File: src/core/tbp_consts.svh
/*
 Constants of the timer based pulse generator: register indices,
 field positions, reset values and timing counts.
 Assumes inclusion by bare name from design files under core/.
*/
// Operation
// - Timer prescale ratios of 1, 4 and 16 from a 2-bit field
// - Unimplemented control and mode bits ignore writes, read zero
// - Reset loads period with ones, clears count, controls and flags
// - Duty byte registers are not reset and keep their contents
// - Period is (period+1) times four clocks times prescale ratio
// - After count equals period: clear count, set output unless duty is zero, latch duty
// - Duty is low byte as upper eight bits, mode bits 5:4 below
// - Output clears when duty equals count with two sub-tick bits
`ifndef TBP_CONSTS_SVH
`define TBP_CONSTS_SVH

// -----------------------------------------------------------------
// Register indices, byte address is four times the index
// -----------------------------------------------------------------
`define TBP_IDX_INTERRUPT_CONTROL    8'h0b
`define TBP_IDX_PERIPHERAL_FLAGS_1   8'h0c
`define TBP_IDX_TIMER2_COUNT         8'h11
`define TBP_IDX_TIMER2_CONTROL       8'h12
`define TBP_IDX_DUTY_LOW_BYTE        8'h15
`define TBP_IDX_DUTY_BUFFER_HIGH     8'h16
`define TBP_IDX_CAPTURE_PWM_CONTROL  8'h17
`define TBP_IDX_PORTC_DIRECTION      8'h87
`define TBP_IDX_PERIPHERAL_ENABLES_1 8'h8c
`define TBP_IDX_PERIOD_COMPARE       8'h92

// -----------------------------------------------------------------
// Fields
// -----------------------------------------------------------------
`define TBP_CTL_MASK        8'h7f
`define TBP_MODE_MASK       8'h3f
`define TBP_RUN_BIT         2
`define TBP_PWM_MODE        2'h3
`define TBP_PERIOD_FLAG_BIT 1
`define TBP_PIN_DIR_BIT     2

// -----------------------------------------------------------------
// Reset values
// -----------------------------------------------------------------
`define TBP_RST_ZERO        8'h00
`define TBP_RST_PERIOD      8'hff
`define TBP_RST_DIRECTION   8'hff

// -----------------------------------------------------------------
// Timing: one timer tick is four clocks times the prescale ratio
// -----------------------------------------------------------------
`define TBP_LIMIT_DIV1      6'h03
`define TBP_LIMIT_DIV4      6'h0f
`define TBP_LIMIT_DIV16     6'h3f

`endif

File: src/core/tbp_pkg.sv
/*
 Types shared by the pulse generator modules.
 Assumes nothing beyond a SystemVerilog compiler.
*/
package tbp_pkg;
    typedef logic [7:0] tbp_byte_t;
    typedef enum logic [1:0] {
        TBP_PS_DIV1   = 2'h0,
        TBP_PS_DIV4   = 2'h1,
        TBP_PS_DIV16  = 2'h2,
        TBP_PS_DIV16B = 2'h3
    } tbp_ps_e;
endpackage

File: src/core/tbp_core_if.sv
/*
 Signals between the controller, the prescaler and the output stage.
 Assumes all three parties run on one clock.
*/
`timescale 1ns/1ns
interface tbp_core_if;
    logic       run;
    logic [1:0] ps;
    logic       clr;
    logic       inc;
    logic [1:0] fine;
    logic       pwm_en;
    logic       period_end;
    logic [7:0] tmr;
    logic [9:0] duty_sh;
    logic       duty_nz;
    logic       pwm_out;

    modport presc (input run, ps, clr, output inc, fine);
    modport cmp   (input pwm_en, period_end, tmr, fine, duty_sh,
                   duty_nz, output pwm_out);
    modport ctl   (output run, ps, clr, pwm_en, period_end, tmr,
                   duty_sh, duty_nz, input inc, fine, pwm_out);
endinterface

File: src/core/tbp_prescaler.sv
/*
 Prescaler: divides the clock into timer ticks and gives the two
 sub-tick bits used by the duty compare.
 Assumes controls come from logic on the same clock.
*/
`timescale 1ns/1ns
`include "tbp_consts.svh"
module tbp_prescaler
    import tbp_pkg::*;
(
    input  wire logic  sys_clk,
    input  wire logic  reset_n,
    tbp_core_if.presc  bus
);
    typedef struct packed {
        logic [5:0] cnt;
    } tbp_presc_s;

    tbp_presc_s q_q;
    tbp_presc_s q_d;
    logic [5:0] limit;

    always_comb begin
        unique case (tbp_ps_e'(bus.ps))
            TBP_PS_DIV1: limit = `TBP_LIMIT_DIV1;
            TBP_PS_DIV4: limit = `TBP_LIMIT_DIV4;
            default:     limit = `TBP_LIMIT_DIV16;
        endcase
    end

    // Counter held, not cleared, while stopped
    always_comb begin
        q_d = q_q;
        if (bus.clr) begin
            q_d.cnt = 6'h00;
        end else if (bus.run) begin
            q_d.cnt = (q_q.cnt >= limit) ? 6'h00 : q_q.cnt + 6'h01;
        end
    end

    assign bus.inc = bus.run && !bus.clr && (q_q.cnt >= limit);

    always_comb begin
        unique case (tbp_ps_e'(bus.ps))
            TBP_PS_DIV1: bus.fine = q_q.cnt[1:0];
            TBP_PS_DIV4: bus.fine = q_q.cnt[3:2];
            default:     bus.fine = q_q.cnt[5:4];
        endcase
    end

    always_ff @(posedge sys_clk or negedge reset_n) begin
        if (!reset_n) begin
            q_q <= '0;
        end else begin
            q_q <= q_d;
        end
    end
endmodule

File: src/core/tbp_pwm_cmp.sv
/*
 Output stage: sets the pulse at each period start with nonzero duty
 and clears it on duty match.
 Assumes period_end and the buffered duty come from the controller.
*/
`timescale 1ns/1ns
`include "tbp_consts.svh"
module tbp_pwm_cmp
    import tbp_pkg::*;
(
    input  wire logic  sys_clk,
    input  wire logic  reset_n,
    tbp_core_if.cmp    bus
);
    typedef struct packed {
        logic out;
    } tbp_cmp_s;

    tbp_cmp_s q_q;
    tbp_cmp_s q_d;

    always_comb begin
        q_d = q_q;
        if (!bus.pwm_en) begin
            q_d.out = 1'b0;
        end else if (bus.period_end) begin
            q_d.out = bus.duty_nz;
        end else if ({bus.tmr, bus.fine} == bus.duty_sh) begin
            // Duty above period never matches, so output stays high
            q_d.out = 1'b0;
        end
    end

    // Low from the first clock of a match, not one clock later
    assign bus.pwm_out = q_q.out
                      && ({bus.tmr, bus.fine} != bus.duty_sh);

    always_ff @(posedge sys_clk or negedge reset_n) begin
        if (!reset_n) begin
            q_q <= '0;
        end else begin
            q_q <= q_d;
        end
    end
endmodule

File: src/core/tbp_pwm_top.sv
/*
 Timer based pulse generator with APB register access, period timer,
 double-buffered 10-bit duty and interrupt flags.
 Assumes an APB master on sys_clk and a port data bit on the same
 clock that drives the pin when the pulse mode is off.
*/
// The implementer's own choice: register access over APB.
`timescale 1ns/1ns
`include "tbp_consts.svh"
module tbp_pwm_top
    import tbp_pkg::*;
(
    input  wire logic        sys_clk,
    input  wire logic        reset_n,
    input  wire logic        psel,
    input  wire logic        penable,
    input  wire logic        pwrite,
    input  wire logic [11:0] paddr,
    input  wire logic [31:0] pwdata,
    output logic      [31:0] prdata,
    output logic             pready,
    output logic             pslverr,
    input  wire logic        port_latch_bit,
    output logic             pulse_output_pin,
    output logic             pulse_output_oe_n,
    output logic             irq
);
    // -------------------------------------------------------------
    // State
    // -------------------------------------------------------------
    typedef struct packed {
        tbp_byte_t  intr_ctl;
        tbp_byte_t  flags;
        tbp_byte_t  enables;
        tbp_byte_t  period_timer_count;
        tbp_byte_t  period_timer_control;
        tbp_byte_t  mode_control_register;
        tbp_byte_t  port_direction_register;
        tbp_byte_t  period_register;
        logic [3:0] post_cnt;
        tbp_byte_t  rdata;
        logic       slverr;
        logic       pin;
        logic       oe_n;
    } tbp_top_s;

    // Duty bytes sit outside reset so they survive warm resets
    typedef struct packed {
        tbp_byte_t  duty_msb_register;
        tbp_byte_t  duty_shadow_register;
        logic [1:0] lsb_latch;
    } tbp_duty_s;

    tbp_top_s  q_q;
    tbp_top_s  q_d;
    tbp_duty_s dty_q;
    tbp_duty_s dty_d;

    tbp_core_if core ();

    logic       setup;
    logic       wr;
    logic [7:0] idx;
    logic       mapped;
    tbp_byte_t  rd;
    tbp_byte_t  wb;
    logic       pwm_on;
    logic       running;
    logic       match;
    logic       period_end;
    logic [9:0] duty_new;
    logic       flag_evt;

    // -------------------------------------------------------------
    // Submodules
    // -------------------------------------------------------------
    tbp_prescaler u_presc (
        .sys_clk (sys_clk),
        .reset_n (reset_n),
        .bus     (core.presc)
    );

    tbp_pwm_cmp u_cmp (
        .sys_clk (sys_clk),
        .reset_n (reset_n),
        .bus     (core.cmp)
    );

    // -------------------------------------------------------------
    // Decode
    // -------------------------------------------------------------
    assign setup  = psel && !penable;
    assign wr     = psel && penable && pwrite;
    assign idx    = paddr[9:2];
    assign wb     = pwdata[7:0];
    assign pwm_on = q_q.mode_control_register[3:2] == `TBP_PWM_MODE;
    assign running = q_q.period_timer_control[`TBP_RUN_BIT];
    assign match  = q_q.period_timer_count == q_q.period_register;
    assign period_end = core.inc && match;
    assign flag_evt   = period_end
                     && (q_q.post_cnt == q_q.period_timer_control[6:3]);
    assign duty_new = {dty_q.duty_msb_register,
                       q_q.mode_control_register[5:4]};

    always_comb begin
        mapped = 1'b1;
        unique case (idx)
            `TBP_IDX_INTERRUPT_CONTROL:    rd = q_q.intr_ctl;
            `TBP_IDX_PERIPHERAL_FLAGS_1:   rd = q_q.flags;
            `TBP_IDX_TIMER2_COUNT:         rd = q_q.period_timer_count;
            `TBP_IDX_TIMER2_CONTROL:       rd = q_q.period_timer_control;
            `TBP_IDX_DUTY_LOW_BYTE:        rd = dty_q.duty_msb_register;
            `TBP_IDX_DUTY_BUFFER_HIGH:     rd = dty_q.duty_shadow_register;
            `TBP_IDX_CAPTURE_PWM_CONTROL:  rd = q_q.mode_control_register;
            `TBP_IDX_PORTC_DIRECTION:      rd = q_q.port_direction_register;
            `TBP_IDX_PERIPHERAL_ENABLES_1: rd = q_q.enables;
            `TBP_IDX_PERIOD_COMPARE:       rd = q_q.period_register;
            default: begin
                rd     = `TBP_RST_ZERO;
                mapped = 1'b0;
            end
        endcase
    end

    // -------------------------------------------------------------
    // Register and timer next state
    // -------------------------------------------------------------
    always_comb begin
        q_d = q_q;

        // Read data and error captured in setup, shown in access
        if (setup) begin
            q_d.rdata  = rd;
            q_d.slverr = !mapped;
        end

        // Timer advance, wraps on the tick after a period match
        if (core.inc) begin
            if (match) begin
                q_d.period_timer_count = `TBP_RST_ZERO;
                q_d.post_cnt = q_q.post_cnt + 4'h1;
                if (q_q.post_cnt == q_q.period_timer_control[6:3]) begin
                    // Postscaler only paces the flag, never the period
                    q_d.post_cnt = 4'h0;
                    q_d.flags[`TBP_PERIOD_FLAG_BIT] = 1'b1;
                end
            end else begin
                q_d.period_timer_count = q_q.period_timer_count + 8'h01;
            end
        end

        if (wr && mapped) begin
            unique case (idx)
                `TBP_IDX_INTERRUPT_CONTROL:
                    q_d.intr_ctl = wb;
                // Write one to clear; a same-cycle event still sets
                `TBP_IDX_PERIPHERAL_FLAGS_1:
                    q_d.flags = q_q.flags & ~wb;
                `TBP_IDX_TIMER2_COUNT: begin
                    q_d.period_timer_count = wb;
                end
                `TBP_IDX_TIMER2_CONTROL: begin
                    q_d.period_timer_control = wb & `TBP_CTL_MASK;
                end
                `TBP_IDX_CAPTURE_PWM_CONTROL: begin
                    q_d.mode_control_register = wb & `TBP_MODE_MASK;
                end
                `TBP_IDX_PORTC_DIRECTION:
                    q_d.port_direction_register = wb;
                `TBP_IDX_PERIPHERAL_ENABLES_1:
                    q_d.enables = wb;
                `TBP_IDX_PERIOD_COMPARE:
                    q_d.period_register = wb;
                default: begin
                    q_d.intr_ctl = q_q.intr_ctl;
                end
            endcase
        end

        // Set wins over a same-cycle write-one-to-clear
        if (flag_evt) begin
            q_d.flags[`TBP_PERIOD_FLAG_BIT] = 1'b1;
        end

        // Pin from flops; port bit drives it outside pulse mode
        q_d.pin  = pwm_on ? core.pwm_out : port_latch_bit;
        q_d.oe_n = q_q.port_direction_register[`TBP_PIN_DIR_BIT];
    end

    // -------------------------------------------------------------
    // Duty registers next state
    // -------------------------------------------------------------
    always_comb begin
        dty_d = dty_q;
        if (wr && idx == `TBP_IDX_DUTY_LOW_BYTE) begin
            dty_d.duty_msb_register = wb;
        end
        // Buffer is read-only in pulse mode
        if (wr && idx == `TBP_IDX_DUTY_BUFFER_HIGH && !pwm_on) begin
            dty_d.duty_shadow_register = wb;
        end
        if (period_end) begin
            dty_d.duty_shadow_register = duty_new[9:2];
            dty_d.lsb_latch            = duty_new[1:0];
        end
    end

    // -------------------------------------------------------------
    // Links to prescaler and output stage
    // -------------------------------------------------------------
    assign core.run        = running;
    assign core.ps         = q_q.period_timer_control[1:0];
    assign core.clr        = wr && idx == `TBP_IDX_TIMER2_COUNT;
    assign core.pwm_en     = pwm_on;
    assign core.period_end = period_end;
    assign core.tmr        = q_q.period_timer_count;
    assign core.duty_sh    = {dty_q.duty_shadow_register,
                              dty_q.lsb_latch};
    assign core.duty_nz    = duty_new != 10'h000;

    // -------------------------------------------------------------
    // Outputs
    // -------------------------------------------------------------
    assign prdata            = {24'h000000, q_q.rdata};
    assign pready            = 1'b1;
    assign pslverr           = psel && penable && q_q.slverr;
    assign pulse_output_pin  = q_q.pin;
    assign pulse_output_oe_n = q_q.oe_n;
    assign irq               = |(q_q.flags & q_q.enables);

    // -------------------------------------------------------------
    // Registers
    // -------------------------------------------------------------
    always_ff @(posedge sys_clk or negedge reset_n) begin
        if (!reset_n) begin
            q_q <= '0;
            q_q.period_register         <= `TBP_RST_PERIOD;
            q_q.port_direction_register <= `TBP_RST_DIRECTION;
            q_q.oe_n                    <= 1'b1;
        end else begin
            q_q <= q_d;
        end
    end

    always_ff @(posedge sys_clk) begin
        dty_q <= dty_d;
    end
endmodule

File: config.mk
export PLATFORM = sky130hd
export DESIGN_NAME = tbp_pwm_top
export DESIGN_NICKNAME = d
export VERILOG_FILES = /design/src/core/tbp_pkg.sv /design/src/core/tbp_core_if.sv /design/src/core/tbp_prescaler.sv /design/src/core/tbp_pwm_cmp.sv /design/src/core/tbp_pwm_top.sv
export VERILOG_INCLUDE_DIRS = /design/src /design/src/core
export SDC_FILE = /design/constraint.sdc
export NUM_CORES = 1
export LEC_CHECK = 0
export ABC_AREA = 1
export BUFFER_PORTS_ARGS = -buffer_cell sky130_fd_sc_hd__buf_2
export CAP_MARGIN = 10
export CORE_UTILIZATION = 25
export CTS_CLUSTER_DIAMETER = 50
export DETAILED_ROUTE_END_ITERATION = 6
export PLACE_DENSITY = 0.39
export RECOVER_POWER = 50
export SLEW_MARGIN = 25
export SYNTH_ARGS = -nofsm -noshare
export SYNTH_HDL_FRONTEND = slang
export SYNTH_SLANG_ARGS = --single-unit
File: constraint.sdc
create_clock -name sys_clk -period 3.4 [get_ports sys_clk]
set_clock_uncertainty 0.1 [all_clocks]
set_input_delay 0.34 -clock sys_clk [delete_from_list [all_inputs] [get_ports sys_clk]]
set_output_delay 0.34 -clock sys_clk [all_outputs]
set_load 0.1 [all_outputs]
## Word-level counts from Yosys, hierarchy flattened

Cells that the tools add are included.

- Add/sub/neg operators: 3
- Order comparisons: 1
- Eq/ne operators: 17
- Mux-type cells: 28
- Bitwise gates (word level): 3
- Reductions and logical operators: 32

Operator list:

| cell | count |
|---|---|
| case mux 8 bit (10 select lines) | 1 |
| 2-to-1 mux 8 bit | 7 |
| 2-to-1 mux 50 bit | 1 |
| equality test 8 x 5 -> 1 bit, second input constant | 5 |
| equality test 8 bit, second input constant | 3 |
| 2-to-1 mux 6 bit | 4 |
| AND 8 bit | 2 |
| equality test 8 x 4 -> 1 bit, second input constant | 2 |
| AND reduction 2 bit | 8 |
| logical AND 1 bit | 14 |
| case mux 6 bit (2 select lines) | 1 |
| equality test 10 bit | 1 |
| 2-to-1 mux 10 bit | 1 |
| inequality test 10 bit | 1 |
| nonzero test 10 bit | 1 |
| OR reduction 10 bit | 1 |
| 2-to-1 mux 1 bit | 9 |
| adder 8 x 1 -> 8 bit, second input constant | 1 |
| equality test 8 bit | 1 |
| NOT 8 bit | 1 |
| OR reduction 8 bit | 1 |
| 2-to-1 mux 7 bit | 1 |
| adder 6 x 1 -> 6 bit, second input constant | 1 |
| >= comparator 6 bit | 1 |
| 11 further kinds | 15 |

- Register bits after elaboration: 101
- Input bits: 50
- Output and inout bits: 37
- Logic and storage cells: 103

## Longest topological paths before layout

- Depth in word-level cells: 10
- Gate-level depth with buffers: 13
- Gate-level depth less buffers: 12

## Hierarchy

A second synthesis with hierarchy kept.

- Cell total of the unflattened synthesis: 737
- Area, all modules: 5,769.3 sq um

Modules (own cells, without submodules):

| module | instances | cells an instance | area each (sq um) | seq. area each (sq um) |
|---|---|---|---|---|
| tbp_pwm_top | 1 | 624 | 5,059.9 | 2,463.6 |
| tbp_prescaler | 1 | 72 | 495.5 | 150.1 |
| tbp_pwm_cmp | 1 | 41 | 214.0 | 25.0 |

## Worst setup path before layout

OpenSTA, ideal clock, no wires.

- Path kind: reg-to-reg
- From: register q_q, in the netlist core.ps[1]
- To: register dty_q, in the netlist core.duty_sh[2], enable pin
- Setup time: 0.387 ns
- Arrival time: 1.711 ns
- Data required time: 2.913 ns
- Slack: 1.202 ns
- Stages on the path, launching flop included: 12
- Buffers on the path: 1
- Clock period less this slack: 2.198 ns
- Cells stage by stage: dfrtp_1 inv_1 ha_1 nand2_1 inv_1 nand2_1 nor2_1 nor2_2 nor2_8 nand2_4 buf_4 o31ai_1

- Word-level cells in the longest chain between the ends: 6
- Elaborated cells between the ends (all ways): 7
- Those cells by class: order compare (1); eq/ne (1); mux (1); reduce/logical (4)

Ends and longest elaborated chain:

| element | line | text |
|---|---|---|
| start: declaration | tbp_pwm_top.sv:54 | `tbp_top_s q_q;` |
| start signal: assignment | tbp_pwm_top.sv:241 | `q_q <= q_d;` |
| equality test 2 x 1 -> 1 bit or logical NOT 2 bit (tied branches) | tbp_prescaler.sv:24 | `unique case (tbp_ps_e'(bus.ps))` |
| case mux 6 bit (2 select lines) (*) | tbp_prescaler.sv:24 |  |
| >= comparator 6 bit (*) | tbp_prescaler.sv:41 | `assign bus.inc = bus.run && !bus.clr && (q_q.cnt >= limit);` |
| logical AND 1 bit (*) | tbp_prescaler.sv:41 |  |
| logical AND 1 bit (*) | tbp_pwm_top.sv:99 | `assign period_end = core.inc && match;` |
| nonzero test 2 bit (no source line) (*) | n/a |  |
| end signal: assignment | tbp_pwm_top.sv:246 | `dty_q <= dty_d;` |
| end: declaration | tbp_pwm_top.sv:56 | `tbp_duty_s dty_q;` |

Mark *: on every way between the ends. The rest lies on a longest branch, timed or not.
A chain may end at the register's enable or synchronous reset.

## Worst setup path in the final report

- From: input port paddr[2]
- To: register q_q[18] in the netlist's numbering

- Word-level cells in the longest chain between the ends: 5
- Elaborated cells between the ends (all ways): 14
- Those cells by class: eq/ne (10); mux (1); reduce/logical (3)

Ends and longest elaborated chain:

| element | line | text |
|---|---|---|
| start: declaration | tbp_pwm_top.sv:18 | `input wire logic [11:0] paddr,` |
| equality test 8 x 5 -> 1 bit, or another cell as far along | tbp_pwm_top.sv:107 | `unique case (idx)` |
| OR reduction 10 bit (no source line) | n/a |  |
| 2-to-1 mux 1 bit | tbp_pwm_top.sv:107 |  |
| logical AND 1 bit | tbp_pwm_top.sv:152 | `if (wr && mapped) begin` |
| AND reduction 2 bit (no source line) (*) | n/a |  |

Marked as above.

==> PnR_summary.wiki <==
{| class="wikitable"
! Metric !! Value
|-
| Final standard cell utilization of the core || 28.0%
|-
| Vias per cell || 4.34
|-
| Antenna violations before repair || 0
|-
| Count of cells along the worst register-to-register path || 11
|-
| Category of the worst setup path launch point || input pin
|-
| Normalized max-slew margin || -5.93%
|-
| Number of unique standard cell types used by synthesis || 45
|-
| Final TNS setup || 0 ns
|-
| Area enclosed by the die boundary || 0.0250 mm2
|-
| Terminating pin of the worst hold path || pulse_output_pin
|-
| First element of the critical path || paddr[2]
|-
| IR drop worst, VDD || 247 uV
|-
| Count of TritonRoute iterations in the first routing pass || 5
|-
| Inserted Clock Buffers || 9
|-
| Remaining global-route overflow || 0
|-
| Simple-gate portion of the synthesized area || 33.7%
|-
| Instance count of the mapped netlist || 804
|-
| Portion of netlist area occupied by mux cells || 0.185%
|-
| Area fraction of the dominant cell type after synthesis || 27.1%
|-
| Worst min-delay path class || in -> reg
|-
| Post-synthesis cell type with the largest combined area || dfrtp_1
|-
| Violated checks || max-capacitance violations, max-slew violations
|-
| Register clock-pin slew on the reported worst setup and hold paths || 0.08 ns
|-
| Initial core utilization || 25.7%
|-
| Post-synthesis sequential element count || 101
|-
| Final WS setup || 0.704 ns
|-
| CP endpoint kind || flop
|-
| WL/cell || 16.3 um
|-
| Fraction of layout cells with a size suffix above 1 || 13.1%
|-
| Run status || finished, violations left
|-
| Global placement routability congestion || 0.795
|-
| Setup CP Type || in -> reg
|-
| PD cells || 440 mW/mm2
|-
| Detailed Route WL || 18.7 mm
|-
| Placement Rows || 56
|-
| Cell with the biggest individual delay on the critical path || nor3_1
|-
| Fmax achieved || 0.371 GHz
|-
| PostCTS Resize Cnt || 0
|-
| Req. time, crit path || 3.52 ns
|-
| Top area cells in the synthesized netlist || dfrtp_1 (27%), nand2_1 (18%), edfxtp_1 (8.9%)
|-
| First-pass GRT wire length || 29.0 mm
|-
| Clock Tree Root || clkbuf_16
|-
| Commonest register cell after synthesis || dfrtp_1
|-
| Number of DRC markers after the initial detailed-route iteration || 338
|-
| CP max stage delay || 1.22 ns
|-
| Shortest period the worst path allows || 2.70 ns
|-
| Pin count of the biggest net entering global routing || 84
|-
| Hold slack || 0.0841 ns
|-
| Start of the worst register-to-register path || core.ps[1]
|-
| Startpoint of the lowest-slack hold path || port_latch_bit
|-
| Worst Max-Slew Pin Slew || 1.58 ns
|-
| # Max-Cap Violations || 1
|-
| Area share of xor/xnor cells in the synthesized design || 2.01%
|-
| Critical-path cell list || clkbuf_1 > inv_1 > nand2_2 > nor2_1 > nand3_2 > nor3_1 > o21ai_0
|-
| Fraction of the yosys area taken by sequential cells || 43.3%
|-
| Core box area || 0.0237 mm2
|-
| Number of global-route vias before repair || 4766
|-
| Mean instance size in the synthesized netlist || 7.58 um2
|-
| Deepest level of the CTS H-tree || 3
|-
| Hold Violations, Final || 0
|-
| IO Count || 87
|-
| Area overhead of the layout relative to synthesis || 8.85%
|-
| Hold path depth || 3
|-
| Clock tree from TritonCTS || done
|-
| Count of inserted antenna diode cells || 0
|-
| Cell area after synthesis || 0.00609 mm2
|-
| Number of enable-type register cells in the synthesized netlist || 18
|-
| Portion of the clock cycle consumed by the worst path in the final layout || 79.3%
|-
| Vert. Die Dim || 158 um
|-
| Arithmetic-cell share of the synthesized area counting full adders, half adders and majority gates || 1.03%
|-
| Count of final max-slew check failures || 17
|-
| TritonCTS Sinks || 101
|-
| Largest driver fanout on the critical path || 16
|-
| Via count || 4989
|-
| Count of final setup violators || 0
|-
| Port bufs || 33
|-
| Total global-route track usage || 15.9%
|-
| Worst Setup Slack post-DPL || 0.959 ns
|-
| Warnings from Yosys || 0
|-
| Post-synthesis compound-gate area fraction || 7.44%
|-
| Detailed-placement wirelength estimate || 13.6 mm
|-
| Insertion delay of the later-clocked pin in the worst-skew pair || 0.35 ns
|-
| Drt drc || 0
|-
| Crit Reg-Reg Endpoint || core.duty_sh[2]
|-
| Endpoint arrival time on the critical path || 2.81 ns
|-
| Unrepaired setup endpoints after global routing || no
|-
| Slack of the worst reg-to-reg path || 0.98 ns
|-
| Number of nets in the final layout || 880
|-
| Buffer levels on the longest clock path || 2
|-
| Die Span X || 158 um
|-
| Dominant combinational cell family by area after synthesis || simple AND/OR/NAND/NOR gates
|-
| Remaining antenna violation count || 0
|-
| Proportion of synthesized flip-flops having asynchronous set or reset || 82.2%
|-
| Static power due to leakage || 3.33 nW
|}
stage by stage:
stage / instances / total power (W) / cell area [um2]
after global routing: 1149 / 0.00308 / 6630
after detailed placement: 1132 / 0.00193 / 6400
after global placement: 1132 / 0.00193 / 6400
after CTS: 1149 / 0.00297 / 6700
final: 1149 / 0.00292 / 6630
after floorplan: 827 / 0.00181 / 6180
repair_timing:
| item | 4_1_cts | 5_1_grt |
|---|---|---|
| hold buffers | 1 | 0 |
| endpoints found under the hold margin | 66 | 0 |
| setup buffers | 0 | 0 |
Yosys cell counts (3+ instances only):
cell type  number
inv_1          74
buf_2           5
nand4_1        29
nand2_2         6
nor2_1         55
xor2_1         13
ha_1            5
o21ai_1         6
a21oi_1        13
dfrtp_1        66
inv_2          18
buf_4          37
nand2_1       292
nand3_2         6
buf_6           4
edfxtp_1       18
nand3_1        40
dfstp_2        17
nor2_2          6
nand2_4         5
nor2_8          3
o21ai_2         7
o21ai_0        47
o22ai_1         5
state kept, by name, indices dropped and copies added (netlist names), 2 cells and up:
signal	flops
dty_q	8
duty_new	2
core.duty_sh	10
core.ps	2
core.tmr	8
u_presc.q_q	6
prdata	8
q_q	52
cell usage in the layout, fill, tap and decap left out, types with 2 or more instances in the layout:
master,count
a21oi_1,13
buf_2,20
buf_4,3
clkbuf_1,13
clkbuf_16,9
clkinvlp_2,2
conb_1,25
dfrtp_1,66
dfstp_2,16
edfxtp_1,18
ha_1,5
inv_1,76
inv_2,16
inv_6,4
nand2_1,293
nand2_2,5
nand2_4,5
nand3_1,40
nand3_2,6
nand4_1,29
nor2_1,57
nor2_2,6
nor2_4,2
nor3_1,3
nor4_1,2
o21ai_0,47
o21ai_1,6
o21ai_2,7
o22ai_1,5
xor2_1,13
report_power, final:
| group | switching [W] | total (W) | internal [W] |
|---|---|---|---|
| sequential | 0.0000724 | 0.00135 | 0.00128 |
| clock | 0.000521 | 0.00103 | 0.000509 |
| combinational | 0.000395 | 0.000537 | 0.000142 |
| total | 0.000989 | 0.00292 | 0.00193 |
worst max-delay path by stage:
stage	end	slack, ns	cells after the start
2_1_floorplan	core.duty_sh[2]	1.20	11
3_3_place_gp	core.duty_sh[5]	0.97	11
3_5_place_dp	core.duty_sh[4]	0.96	11
4_1_cts	core.duty_sh[2]	0.94	11
5_1_grt	q_q[16]	0.39	7
6_report	q_q[18]	0.70	7
critical path: cells and delay by family:
kind | cells | cell delay (ns)
buffers and inverters | 2 | 0.20
AO/OA/AOI/OAI | 1 | 0.23
AND/OR/NAND/NOR | 4 | 2.04
per-layer routing:
layer,routed length (um),GRT usage [%]
met3,586,2.03
met5,0,0
met4,142,3.02
met2,8370,24.5
met1,9610,23.5
cell families after synthesis:
| family | count (synthesis) |
|---|---|
| compound gates | 82 |
| other cells | 2 |
| simple gates | 454 |
| mux | 1 |
| fa+ha+maj | 5 |
| buf+inv | 145 |
| flops | 101 |
| xor+xnor | 14 |
final cells by class:
type	instances	area (um2)
Clock inverter	7	56.3
Sequential cell	101	2640
Multi-Input combinational cell	581	2750
Clock buffer	9	225
Tap cell	319	399
Timing Repair Buffer	38	201
Inverter	94	358
Fill cell	2660	17100
Power figures use the tool's default switching activity.
